File: src/rcr_pkg.sv
// Constants shared by the regulator control register block
package rcr_pkg;
   // ----------------------------------------------------------------
   // Register offsets
   // ----------------------------------------------------------------
   localparam logic [7:0] RAMP2_OFS = 8'h2B;
   localparam logic [7:0] BFUNC_OFS = 8'h38;
   localparam logic [7:0] LDO1_OFS  = 8'h39;
   localparam logic [7:0] LDO2_OFS  = 8'h3A;

   // ----------------------------------------------------------------
   // Field positions and read masks
   // ----------------------------------------------------------------
   localparam int         BYPASS_BIT = 4;
   localparam int         PGDLY_LSB  = 2;
   localparam int         MODSEL_BIT = 1;
   localparam int         SSEN_BIT   = 0;
   localparam logic [7:0] RAMP2_MASK = 8'h0F;
   localparam logic [7:0] BFUNC_MASK = 8'h1F;
   localparam logic [7:0] LDO_MASK   = 8'h1F;
   localparam logic [7:0] RSVD_READ  = 8'h00;

   // ----------------------------------------------------------------
   // Reset values
   // ----------------------------------------------------------------
   localparam logic [3:0] RAMP2_RST  = 4'h8;
   localparam logic [1:0] PGDLY_RST  = 2'h1;
   localparam logic       MODSEL_RST = 1'b1;
   localparam logic       SSEN_RST   = 1'b0;

   // ----------------------------------------------------------------
   // Ramp and linear regulator decode
   // ----------------------------------------------------------------
   localparam logic [3:0]  RAMP_INSTANT = 4'h0;
   localparam logic [3:0]  RAMP_MAX     = 4'hA;
   localparam logic [4:0]  LDO_TOP_CODE = 5'h19;
   localparam logic [11:0] LDO_BASE_MV  = 12'h3E8;  // 1.0 V
   localparam logic [11:0] LDO_STEP_MV  = 12'h064;  // 0.1 V
   localparam logic [11:0] LDO_FIXED_MV = 12'hB22;  // 2.85 V

   // ----------------------------------------------------------------
   // Timing: figures in their own units, counts derived from the clock
   // ----------------------------------------------------------------
   localparam int CLK_KHZ     = 100000;
   localparam int CLK_MHZ     = CLK_KHZ / 1000;
   localparam int SS_FAST_KHZ = 10;
   localparam int SS_SLOW_KHZ = 2;
   localparam int SS_FAST_HALF_CYC = CLK_KHZ / (2 * SS_FAST_KHZ);
   localparam int SS_SLOW_HALF_CYC = CLK_KHZ / (2 * SS_SLOW_KHZ);
   localparam int PG_T0_US  = 50;
   localparam int PG_T1_MS  = 50;
   localparam int PG_T2_MS  = 100;
   localparam int PG_T3_MS  = 200;
   localparam int PG_T0_CYC = PG_T0_US * CLK_MHZ;
   localparam int PG_T1_CYC = PG_T1_MS * CLK_KHZ;
   localparam int PG_T2_CYC = PG_T2_MS * CLK_KHZ;
   localparam int PG_T3_CYC = PG_T3_MS * CLK_KHZ;
   localparam int CNT_W     = 25;
endpackage

File: src/rcr_regs.sv
// Regulator control registers: ramp, buck function and linear regulator levels
//
// Contract
// Ramp code 0 instant, 1-10 mV/us, above clamps 10
// Spread spectrum sweeps around centre at selected rate
// Modulation select 0 is 10 kHz, 1 is 2 kHz
// Delay field picks 50us/50ms/100ms/200ms, resets 01
// Power good low only after delay in regulation
// Undervoltage disables all four regulators
// Bypass bit set ignores the undervoltage condition
// First linear code: 1.0 V plus 0.1 V steps
// Second linear code maps identically, saturating 3.5 V
// Fixed option holds both linear outputs 2.85 V
// Reserved bits read zero, writes ignored
// Spread enable bit switches modulation, resets off
`timescale 1ns/1ns
`default_nettype none
module rcr_regs
   import rcr_pkg::*;
#(
   parameter logic                  FIXED_LDO   = 1'b0,
   parameter logic                  BYPASS_RST  = 1'b0,
   parameter logic [4:0]            LDO1_RST    = 5'h08,
   parameter logic [4:0]            LDO2_RST    = 5'h08,
   parameter logic [rcr_pkg::CNT_W-1:0] SS_FAST_HALF = rcr_pkg::CNT_W'(rcr_pkg::SS_FAST_HALF_CYC),
   parameter logic [rcr_pkg::CNT_W-1:0] SS_SLOW_HALF = rcr_pkg::CNT_W'(rcr_pkg::SS_SLOW_HALF_CYC),
   parameter logic [rcr_pkg::CNT_W-1:0] PG_DLY0      = rcr_pkg::CNT_W'(rcr_pkg::PG_T0_CYC),
   parameter logic [rcr_pkg::CNT_W-1:0] PG_DLY1      = rcr_pkg::CNT_W'(rcr_pkg::PG_T1_CYC),
   parameter logic [rcr_pkg::CNT_W-1:0] PG_DLY2      = rcr_pkg::CNT_W'(rcr_pkg::PG_T2_CYC),
   parameter logic [rcr_pkg::CNT_W-1:0] PG_DLY3      = rcr_pkg::CNT_W'(rcr_pkg::PG_T3_CYC)
) (
   // Clock and reset
   input  wire logic                      I_CORE_CLK,
   input  wire logic                      I_RST_N,
   // Register port from the serial interface logic
   input  wire logic                      I_WR_EN,
   input  wire logic                      I_RD_EN,
   input  wire logic [7:0]                I_ADDR,
   input  wire logic [7:0]                I_WDATA,
   output logic [7:0]                     O_RDATA,
   output logic                           O_RD_VALID,
   // Analog status inputs
   input  wire logic                      I_BUCK1_IN_REG,
   input  wire logic                      I_BUCK2_IN_REG,
   input  wire logic                      I_RAW_INPUT_SUPPLY_LOW,
   // Buck controls
   output logic [3:0]                     O_SECOND_RAMP_RATE,
   output logic                           O_SECOND_RAMP_INSTANT,
   output logic                           O_SS_ACTIVE,
   output logic                           O_SS_RISING,
   output logic [rcr_pkg::CNT_W-1:0]      O_SS_PHASE,
   // Regulator enables and power good
   output logic [3:0]                     O_REG_EN,
   output logic                           O_POWER_GOOD_N,
   // Linear regulator levels in millivolts
   output logic [11:0]                    O_FIRST_LINEAR_MV,
   output logic [11:0]                    O_SECOND_LINEAR_MV
);
   import rcr_pkg::*;

   // ----------------------------------------------------------------
   // Reset release and input synchronisers
   // ----------------------------------------------------------------
   logic              rst_s1_q;
   logic              rst_n;
   logic              b1_ok_s;
   logic              b2_ok_s;
   logic              uv_low_s;
   logic [3:0]        second_ramp_select_q;
   logic              lockout_bypass_q;
   logic [1:0]        power_good_delay_sel_q;
   logic              modulation_rate_sel_q;
   logic              spread_enable_q;
   logic [4:0]        first_linear_level_q;
   logic [4:0]        second_linear_level_q;
   logic [CNT_W-1:0]  pg_cnt_q;
   logic [CNT_W-1:0]  pg_target;
   logic              pg_q;
   logic              in_reg;
   logic              lockout;

   // Release is synchronous so no flop leaves reset on a ragged edge
   always_ff @(posedge I_CORE_CLK or negedge I_RST_N) begin
      if (!I_RST_N) begin
         rst_s1_q <= 1'b0;
         rst_n    <= 1'b0;
      end else begin
         rst_s1_q <= 1'b1;
         rst_n    <= rst_s1_q;
      end
   end

   // Status pins come from the analog side, asynchronous to the register clock
   rcr_sync2 u_sync_b1 (.i_clk(I_CORE_CLK), .i_rst_n(rst_n), .i_d(I_BUCK1_IN_REG), .o_q(b1_ok_s));
   rcr_sync2 u_sync_b2 (.i_clk(I_CORE_CLK), .i_rst_n(rst_n), .i_d(I_BUCK2_IN_REG), .o_q(b2_ok_s));
   rcr_sync2 u_sync_uv (.i_clk(I_CORE_CLK), .i_rst_n(rst_n), .i_d(I_RAW_INPUT_SUPPLY_LOW), .o_q(uv_low_s));

   // ----------------------------------------------------------------
   // Register writes
   // ----------------------------------------------------------------
   // Only the implemented field bits are stored; the rest are dropped
   always_ff @(posedge I_CORE_CLK or negedge rst_n) begin
      if (!rst_n) begin
         second_ramp_select_q   <= RAMP2_RST;
         lockout_bypass_q       <= BYPASS_RST;
         power_good_delay_sel_q <= PGDLY_RST;
         modulation_rate_sel_q  <= MODSEL_RST;
         spread_enable_q        <= SSEN_RST;
         first_linear_level_q   <= LDO1_RST;
         second_linear_level_q  <= LDO2_RST;
      end else if (I_WR_EN) begin
         case (I_ADDR)
            RAMP2_OFS: begin
               second_ramp_select_q <= I_WDATA[3:0];
            end
            BFUNC_OFS: begin
               lockout_bypass_q       <= I_WDATA[BYPASS_BIT];
               power_good_delay_sel_q <= I_WDATA[PGDLY_LSB +: 2];
               modulation_rate_sel_q  <= I_WDATA[MODSEL_BIT];
               spread_enable_q        <= I_WDATA[SSEN_BIT];
            end
            LDO1_OFS: begin
               first_linear_level_q <= I_WDATA[4:0];
            end
            LDO2_OFS: begin
               second_linear_level_q <= I_WDATA[4:0];
            end
            default: begin
            end
         endcase
      end
   end

   // ----------------------------------------------------------------
   // Register reads
   // ----------------------------------------------------------------
   // Read data is registered; unmapped offsets return zero
   always_ff @(posedge I_CORE_CLK or negedge rst_n) begin
      if (!rst_n) begin
         O_RDATA    <= RSVD_READ;
         O_RD_VALID <= 1'b0;
      end else begin
         O_RD_VALID <= I_RD_EN;
         if (I_RD_EN) begin
            case (I_ADDR)
               RAMP2_OFS: O_RDATA <= {4'h0, second_ramp_select_q} & RAMP2_MASK;
               BFUNC_OFS: O_RDATA <= {3'h0, lockout_bypass_q, power_good_delay_sel_q,
                                      modulation_rate_sel_q, spread_enable_q} & BFUNC_MASK;
               LDO1_OFS:  O_RDATA <= {3'h0, first_linear_level_q} & LDO_MASK;
               LDO2_OFS:  O_RDATA <= {3'h0, second_linear_level_q} & LDO_MASK;
               default:   O_RDATA <= RSVD_READ;
            endcase
         end
      end
   end

   // ----------------------------------------------------------------
   // Ramp decode for the second converter
   // ----------------------------------------------------------------
   // Codes above ten share the fastest rate
   assign O_SECOND_RAMP_RATE    = (second_ramp_select_q > RAMP_MAX) ? RAMP_MAX : second_ramp_select_q;
   assign O_SECOND_RAMP_INSTANT = (second_ramp_select_q == RAMP_INSTANT);

   // ----------------------------------------------------------------
   // Spread spectrum sweep
   // ----------------------------------------------------------------
   // Half period length sets the sweep rate; disabled means fixed frequency
   rcr_tri_gen #(.CW(CNT_W)) u_tri (
      .i_clk    (I_CORE_CLK),
      .i_rst_n  (rst_n),
      .i_en     (spread_enable_q),
      .i_half   (modulation_rate_sel_q ? SS_SLOW_HALF : SS_FAST_HALF),
      .o_rising (O_SS_RISING),
      .o_phase  (O_SS_PHASE)
   );
   assign O_SS_ACTIVE = spread_enable_q;

   // ----------------------------------------------------------------
   // Undervoltage lockout
   // ----------------------------------------------------------------
   assign lockout  = uv_low_s & ~lockout_bypass_q;
   assign O_REG_EN = lockout ? 4'h0 : 4'hF;

   // ----------------------------------------------------------------
   // Power good delay
   // ----------------------------------------------------------------
   always_comb begin
      case (power_good_delay_sel_q)
         2'h0:    pg_target = PG_DLY0;
         2'h1:    pg_target = PG_DLY1;
         2'h2:    pg_target = PG_DLY2;
         default: pg_target = PG_DLY3;
      endcase
   end
   // Both converters must be in regulation with the lockout clear
   assign in_reg = b1_ok_s & b2_ok_s & ~lockout;

   // Any drop out of regulation restarts the whole delay
   always_ff @(posedge I_CORE_CLK or negedge rst_n) begin
      if (!rst_n) begin
         pg_cnt_q <= '0;
         pg_q     <= 1'b0;
      end else if (!in_reg) begin
         pg_cnt_q <= '0;
         pg_q     <= 1'b0;
      end else if (pg_cnt_q >= pg_target - CNT_W'(1)) begin
         pg_q     <= 1'b1;
      end else begin
         pg_cnt_q <= pg_cnt_q + CNT_W'(1);
      end
   end
   assign O_POWER_GOOD_N = ~pg_q;

   // ----------------------------------------------------------------
   // Linear regulator levels
   // ----------------------------------------------------------------
   // Fixed option ignores the stored codes, which stay readable
   function automatic logic [11:0] ldo_mv(input logic [4:0] code);
      logic [4:0] sat;
      sat    = (code > LDO_TOP_CODE) ? LDO_TOP_CODE : code;
      ldo_mv = LDO_BASE_MV + 12'(sat) * LDO_STEP_MV;
   endfunction

   always_ff @(posedge I_CORE_CLK or negedge rst_n) begin
      if (!rst_n) begin
         O_FIRST_LINEAR_MV  <= LDO_BASE_MV;
         O_SECOND_LINEAR_MV <= LDO_BASE_MV;
      end else begin
         O_FIRST_LINEAR_MV  <= FIXED_LDO ? LDO_FIXED_MV : ldo_mv(first_linear_level_q);
         O_SECOND_LINEAR_MV <= FIXED_LDO ? LDO_FIXED_MV : ldo_mv(second_linear_level_q);
      end
   end

   // ----------------------------------------------------------------
   // Assertions
   // ----------------------------------------------------------------
   // Ramp decode: clamp above ten, pass the code through below
   a_ramp_clamp: assert property (@(posedge I_CORE_CLK) disable iff (!rst_n)
      (second_ramp_select_q > RAMP_MAX) |-> (O_SECOND_RAMP_RATE == 4'hA))
      else $error("ramp code above ten not clamped");
   a_ramp_pass: assert property (@(posedge I_CORE_CLK) disable iff (!rst_n)
      (second_ramp_select_q <= RAMP_MAX) |-> (O_SECOND_RAMP_RATE == second_ramp_select_q))
      else $error("ramp code not passed through");

   // Lockout and power good
   a_uvlo_gate: assert property (@(posedge I_CORE_CLK) disable iff (!rst_n)
      (uv_low_s && !lockout_bypass_q) |-> (O_REG_EN == 4'h0) ##1 !pg_q)
      else $error("regulators not disabled under lockout");
   a_uvlo_bypass: assert property (@(posedge I_CORE_CLK) disable iff (!rst_n)
      lockout_bypass_q |-> (O_REG_EN == 4'hF))
      else $error("lockout not bypassed");
   a_pg_drop: assert property (@(posedge I_CORE_CLK) disable iff (!rst_n)
      !(b1_ok_s && b2_ok_s) |=> O_POWER_GOOD_N)
      else $error("power good asserted out of regulation");
   a_pg_delay: assert property (@(posedge I_CORE_CLK) disable iff (!rst_n)
      $rose(pg_q) |-> ($past(pg_cnt_q) >= pg_target - CNT_W'(1)) && $past(in_reg))
      else $error("power good released before delay");
   a_pg_lock: assert property (@(posedge I_CORE_CLK) disable iff (!rst_n)
      lockout |=> O_POWER_GOOD_N)
      else $error("power good asserted under lockout");

   // Linear regulator levels
   a_ldo1_map: assert property (@(posedge I_CORE_CLK) disable iff (!rst_n)
      (!FIXED_LDO && first_linear_level_q == 5'h1F) |=> (O_FIRST_LINEAR_MV == 12'hDAC))
      else $error("first linear level not saturated");
   a_ldo2_map: assert property (@(posedge I_CORE_CLK) disable iff (!rst_n)
      (!FIXED_LDO && second_linear_level_q == 5'h00) |=> (O_SECOND_LINEAR_MV == 12'h3E8))
      else $error("second linear base level wrong");
   a_ldo1_top: assert property (@(posedge I_CORE_CLK) disable iff (!rst_n)
      (!FIXED_LDO && first_linear_level_q == LDO_TOP_CODE) |=> (O_FIRST_LINEAR_MV == 12'hDAC))
      else $error("first linear top level wrong");
   a_ldo2_sat: assert property (@(posedge I_CORE_CLK) disable iff (!rst_n)
      (!FIXED_LDO && second_linear_level_q == 5'h1A) |=> (O_SECOND_LINEAR_MV == 12'hDAC))
      else $error("second linear level not saturated");
   a_ldo_fixed: assert property (@(posedge I_CORE_CLK) disable iff (!rst_n)
      FIXED_LDO |=> (O_FIRST_LINEAR_MV == 12'hB22) && (O_SECOND_LINEAR_MV == 12'hB22))
      else $error("fixed option level wrong");

   // Register read port
   a_rd_pulse: assert property (@(posedge I_CORE_CLK) disable iff (!rst_n)
      I_RD_EN |=> O_RD_VALID)
      else $error("read answer missing");
   a_rd_unmapped: assert property (@(posedge I_CORE_CLK) disable iff (!rst_n)
      (I_RD_EN && (I_ADDR > LDO2_OFS)) |=> (O_RDATA == RSVD_READ))
      else $error("unmapped read nonzero");
   a_rsvd_zero: assert property (@(posedge I_CORE_CLK) disable iff (!rst_n)
      (I_RD_EN && I_ADDR == BFUNC_OFS) |=> (O_RDATA[7:5] == 3'h0) && O_RD_VALID)
      else $error("reserved bits read nonzero");

   // Spread spectrum sweep; a rate change gets one cycle to fold the phase back
   a_ss_fixed: assert property (@(posedge I_CORE_CLK) disable iff (!rst_n)
      !spread_enable_q |=> (O_SS_PHASE == '0) && O_SS_RISING)
      else $error("sweep running while disabled");
   a_ss_turn: assert property (@(posedge I_CORE_CLK) disable iff (!rst_n)
      (spread_enable_q && $changed(O_SS_RISING)) |-> ($past(O_SS_PHASE) >=
         (modulation_rate_sel_q ? SS_SLOW_HALF : SS_FAST_HALF) - CNT_W'(1)))
      else $error("sweep turned early");
   a_ss_rate: assert property (@(posedge I_CORE_CLK) disable iff (!rst_n)
      (spread_enable_q && !modulation_rate_sel_q && !$past(modulation_rate_sel_q)) |->
         (O_SS_PHASE < SS_FAST_HALF))
      else $error("fast sweep exceeded half period");
   a_ss_slow: assert property (@(posedge I_CORE_CLK) disable iff (!rst_n)
      (spread_enable_q && modulation_rate_sel_q) |-> (O_SS_PHASE < SS_SLOW_HALF))
      else $error("slow sweep exceeded half period");
endmodule
`default_nettype wire

File: src/rcr_sync2.sv
// Two-stage synchroniser for one asynchronous level
`timescale 1ns/1ns
`default_nettype none
module rcr_sync2 (
   // Clock and reset
   input  wire logic i_clk,
   input  wire logic i_rst_n,
   // Level in and out
   input  wire logic i_d,
   output logic      o_q
);
   logic meta_q;

   // First stage feeds only the second stage
   always_ff @(posedge i_clk or negedge i_rst_n) begin
      if (!i_rst_n) begin
         meta_q <= 1'b0;
         o_q    <= 1'b0;
      end else begin
         meta_q <= i_d;
         o_q    <= meta_q;
      end
   end
endmodule
`default_nettype wire

File: src/rcr_tri_gen.sv
// Triangular modulation sweep generator for spread spectrum
`timescale 1ns/1ns
`default_nettype none
module rcr_tri_gen #(
   parameter int CW = 25
) (
   // Clock and reset
   input  wire logic          i_clk,
   input  wire logic          i_rst_n,
   // Control
   input  wire logic          i_en,
   input  wire logic [CW-1:0] i_half,
   // Sweep state
   output logic               o_rising,
   output logic [CW-1:0]      o_phase
);
   // Phase walks up for one half period, then direction flips
   always_ff @(posedge i_clk or negedge i_rst_n) begin
      if (!i_rst_n) begin
         o_phase  <= '0;
         o_rising <= 1'b1;
      end else if (!i_en) begin
         o_phase  <= '0;
         o_rising <= 1'b1;
      end else if (o_phase >= i_half - CW'(1)) begin
         o_phase  <= '0;
         o_rising <= ~o_rising;
      end else begin
         o_phase  <= o_phase + CW'(1);
      end
   end
endmodule
`default_nettype wire

File: config.mk
export PLATFORM = sky130hd
export DESIGN_NAME = rcr_regs
export DESIGN_NICKNAME = d
export VERILOG_FILES = /design/src/rcr_pkg.sv /design/src/rcr_regs.sv /design/src/rcr_sync2.sv /design/src/rcr_tri_gen.sv
export SDC_FILE = /design/constraint.sdc
export NUM_CORES = 1
export LEC_CHECK = 0
export BUFFER_PORTS_ARGS = -buffer_cell sky130_fd_sc_hd__buf_4
export CORE_ASPECT_RATIO = 0.75
export CORE_MARGIN = 2
export CORE_UTILIZATION = 52
export DETAILED_ROUTE_END_ITERATION = 12
export HOLD_SLACK_MARGIN = 0.15
export PLACE_DENSITY = 0.77
export SLEW_MARGIN = 0
export SYNTH_ARGS = -nofsm -noshare
export SYNTH_HDL_FRONTEND = slang
export SYNTH_SLANG_ARGS = --single-unit
File: constraint.sdc
create_clock -name I_CORE_CLK -period 3.3 [get_ports I_CORE_CLK]
set_clock_uncertainty 0.2 [all_clocks]
set_input_delay 0.165 -clock I_CORE_CLK [delete_from_list [all_inputs] [get_ports I_CORE_CLK]]
set_output_delay 0.165 -clock I_CORE_CLK [all_outputs]
set_load 0.01 [all_outputs]
==> flow_metrics.env <==
export IMPL_outcome="finished, final reports clean"
export IMPL_clk_latency_ns=0.35
export IMPL_rr_worst_depth=10
export IMPL_ys_warnings_count=0
export IMPL_crit_chain="buf_6, ha_4, inv_4, ha_4, a21o_1, a21o_1, a221o_1, or4_4, or4_4, a21oi_2"
export IMPL_cts_root_buf="clkbuf_16"
export IMPL_whs_path_depth=0
export IMPL_ios=93
export IMPL_drt_total_wl_mm=14.3
export IMPL_yosysUniqueCellTypes=59
export IMPL_cap_violations=0
export IMPL_hold_violations=0
export IMPL_holdWs_ns=0.148
export IMPL_final_core_util_pct=66.9
export IMPL_synth_edf_count=0
export IMPL_synth_area_top_cells="dfrtp_1, ha_1, dfstp_2"
export IMPL_grt_total_usage_pct=22.8
export IMPL_min_period_over_period_pct=98.9
export IMPL_setup_viol=0
export IMPL_crit_path_start_kind="flip-flop"
export IMPL_cts_buffer_depth=2
export IMPL_path_class="reg2reg"
export IMPL_n_antenna_cell=0
export IMPL_h_tree_depth=3
export IMPL_crit_fanout=7
export IMPL_cp_arrival_ns=3.34
export IMPL_numCtsBuffers=9
export IMPL_critPathCaptureType="flip-flop"
export IMPL_r2r_end="pg_cnt_q[20]"
export IMPL_fin_area_mm2=0.00769
export IMPL_antenna_found_initial=0
export IMPL_critPathRequiredTime_ns=3.37
export IMPL_synthArstFlopShare_pct=100
export IMPL_initial_core_util_pct=52.7
export IMPL_vias=4888
export IMPL_area_delta_synth_final_pct=27.0
export IMPL_gp_congestion=0.865
export IMPL_place_area_mm2=0.00695
export IMPL_syn_cell_area_mm2=0.00606
export IMPL_firstDrtPassIters=5
export IMPL_nets=812
export IMPL_dieArea_mm2=0.0125
export IMPL_worstMarginPinSlew_ns=0.728
export IMPL_row_count=34
export IMPL_via_per_inst=5.64
export IMPL_core_mm2=0.0115
export IMPL_holdPathEnd="u_sync_b2.o_q"
export IMPL_regToRegSetupSlack_ns=0.04
export IMPL_post_drt_wl_per_cell_um=16.5
export IMPL_die_h_um=97.5
export IMPL_numClockSinks=105
export IMPL_drc=0
export IMPL_layout_drive_gt1_share_pct=28.6
export IMPL_max_freq_mhz=306
export IMPL_grt_max_degree=59
export IMPL_final_cell_count_no_fill=867
export IMPL_synth_top_area_cell="dfrtp_1"
export IMPL_synthCells=596
export IMPL_grt_pass1_vias=4624
export IMPL_die_w_um=129
export IMPL_path_clk_slew_ns=0.07
export IMPL_worstHoldStart="u_sync_b2.meta_q"
export IMPL_post_dp_hpwl_mm=10.3
export IMPL_fin_crit_ns=3.26
export IMPL_synth_main_ff_cell="dfrtp_1"
export IMPL_cp_slowest_stage_delay_ns=0.58
export IMPL_grt_ovfl_total=0
export IMPL_reg2reg_from="power_good_delay_sel_q[0]"
export IMPL_yosysMostFrequentCell="dfrtp_1"
export IMPL_yosys_register_bits=105
export IMPL_p_leak_nw=3.53
export IMPL_p_per_area_mw_per_mm2=387
export IMPL_avgSynthCellArea_um2=10.2
export IMPL_ir_drop_mv=0.329
export IMPL_cts_tree="yes"
export IMPL_maxSlewViolCount=0
export IMPL_fillers=870
export IMPL_hold_path_class="reg2reg"
export IMPL_slew_headroom_pct=51.5
export IMPL_numPortBuffers=82
export IMPL_synth_top_cells_by_count="dfrtp_1, ha_1, nor2_1"
export IMPL_grt_pass1_wl_mm=22.7
export IMPL_antenna_left=0
export IMPL_drtIter0Drc=261
export IMPL_yosysSeqAreaShare_pct=43.8
export IMPL_power_mw=2.98
export IMPL_slowest_stage="dfstp_2"
export IMPL_dpl_cell_count=832
export IMPL_synth_top_area_share_pct=35.9
-- cell usage in the layout (no fill, tap or decap), types with 3 or more instances in the layout --
cell and n:
ha_1 55, nand3_1 26, nor2b_1 7, nand4_1 17
and2_1 4, or3_1 5, nor2_1 44, inv_4 4
nor2_2 3, inv_2 3, or4_1 10, xor2_1 22
conb_1 18, xnor2_1 18, nor4_1 9, a22oi_1 3
o21ai_0 14, clkbuf_16 9, nor3_1 6, a22o_1 3
ha_4 14, and3_1 4, dfstp_2 18, a21o_1 4
a21oi_2 4, o22ai_1 5, mux2_2 15, dfrtp_1 85
buf_4 108, mux2i_1 4, nand2_1 40, o21a_1 4
inv_1 25, nand2b_1 3, o31a_1 3, a21oi_1 31
o31ai_1 7, a31o_2 3, dlygate4sd3_1 15
-- how the worst max path moves through the flow --
stage              endpoint  slack (ns)                 startpoint
2_1_floorplan  pg_cnt_q[19]        0.06  power_good_delay_sel_q[0]
3_3_place_gp   pg_cnt_q[20]        0.02  power_good_delay_sel_q[0]
3_5_place_dp   pg_cnt_q[20]       -0.09  power_good_delay_sel_q[0]
4_1_cts        pg_cnt_q[20]       0.002  power_good_delay_sel_q[0]
5_1_grt        pg_cnt_q[20]       -0.03  power_good_delay_sel_q[0]
6_report       pg_cnt_q[20]        0.04  power_good_delay_sel_q[0]
-- power by group --
group          internal (mW)  switching (mW)
registers               1.38          0.0458
logic                  0.228           0.240
clock network          0.630           0.460
-- registers in the layout, indices dropped and copies added (netlist names), 2 cells and up --
name / cells
pg_cnt_q: 25
O_FIRST_LINEAR_MV: 10
O_RDATA: 5
u_tri.o_phase: 25
O_SECOND_LINEAR_MV: 10
first_linear_level_q: 5
power_good_delay_sel_q: 2
second_ramp_select_q: 4
second_linear_level_q: 5
-- routing by layer --
layer / track usage [%] / up-vias / routed length [um]
li1: - / 2347 / -
met1: 33.1 / 2361 / 6670
met2: 35.5 / 162 / 6560
met3: 4.57 / 18 / 851
met4: 5.18 / 0 / 203
met5: 0 / - / 0
-- through the flow --
stage	TNS (ns)	worst slack, ns
finish	0	0.0369
global route	-0.0373	-0.0335
CTS	0	0.00195
detailed placement	-0.233	-0.0918
global placement	0	0.0171
floorplan	0	0.0574
-- repair_timing --
item / 4_1_cts / 5_1_grt
endpoints found under the setup margin: 5 / 16
setup buffers: 0 / 4
resized for setup: 4 / 45
hold buffers: 15 / 0
hold endpoints to repair: 30 / 0
pin swaps: 4 / 14
-- final cells by class --
cell class | count | area [um^2] | area share (%)
clock inverters | 4 | 48.8 | 0.635
multi-input cells | 445 | 3430 | 44.6
repair buffers | 125 | 992 | 12.9
clock buffers | 12 | 256 | 3.34
inverters | 32 | 130 | 1.69
flip-flops and latches | 105 | 2660 | 34.5
well taps | 144 | 180 | 2.34
-- worst max-delay path, delay by kind of cell (launching register included) --
| family | cells | cell delay [ns] |
|---|---|---|
| simple gates | 2 | 1.06 |
| compound gates | 4 | 0.79 |
| flops | 1 | 0.58 |
| fa+ha+maj | 2 | 0.37 |
| buf+inv | 2 | 0.20 |
-- cell families after synthesis --
| group | share of synthesized area, % |
|---|---|
| adder cells (fa/ha/maj) | 14.9 |
| AO/OA/AOI/OAI | 11.2 |
| other | 0.124 |
| flip-flops | 43.8 |
| AND/OR/NAND/NOR | 16.2 |
| XOR/XNOR | 5.78 |
| buffers and inverters | 4.63 |
| multiplexers | 3.45 |
Power figures use the tool's default switching activity.
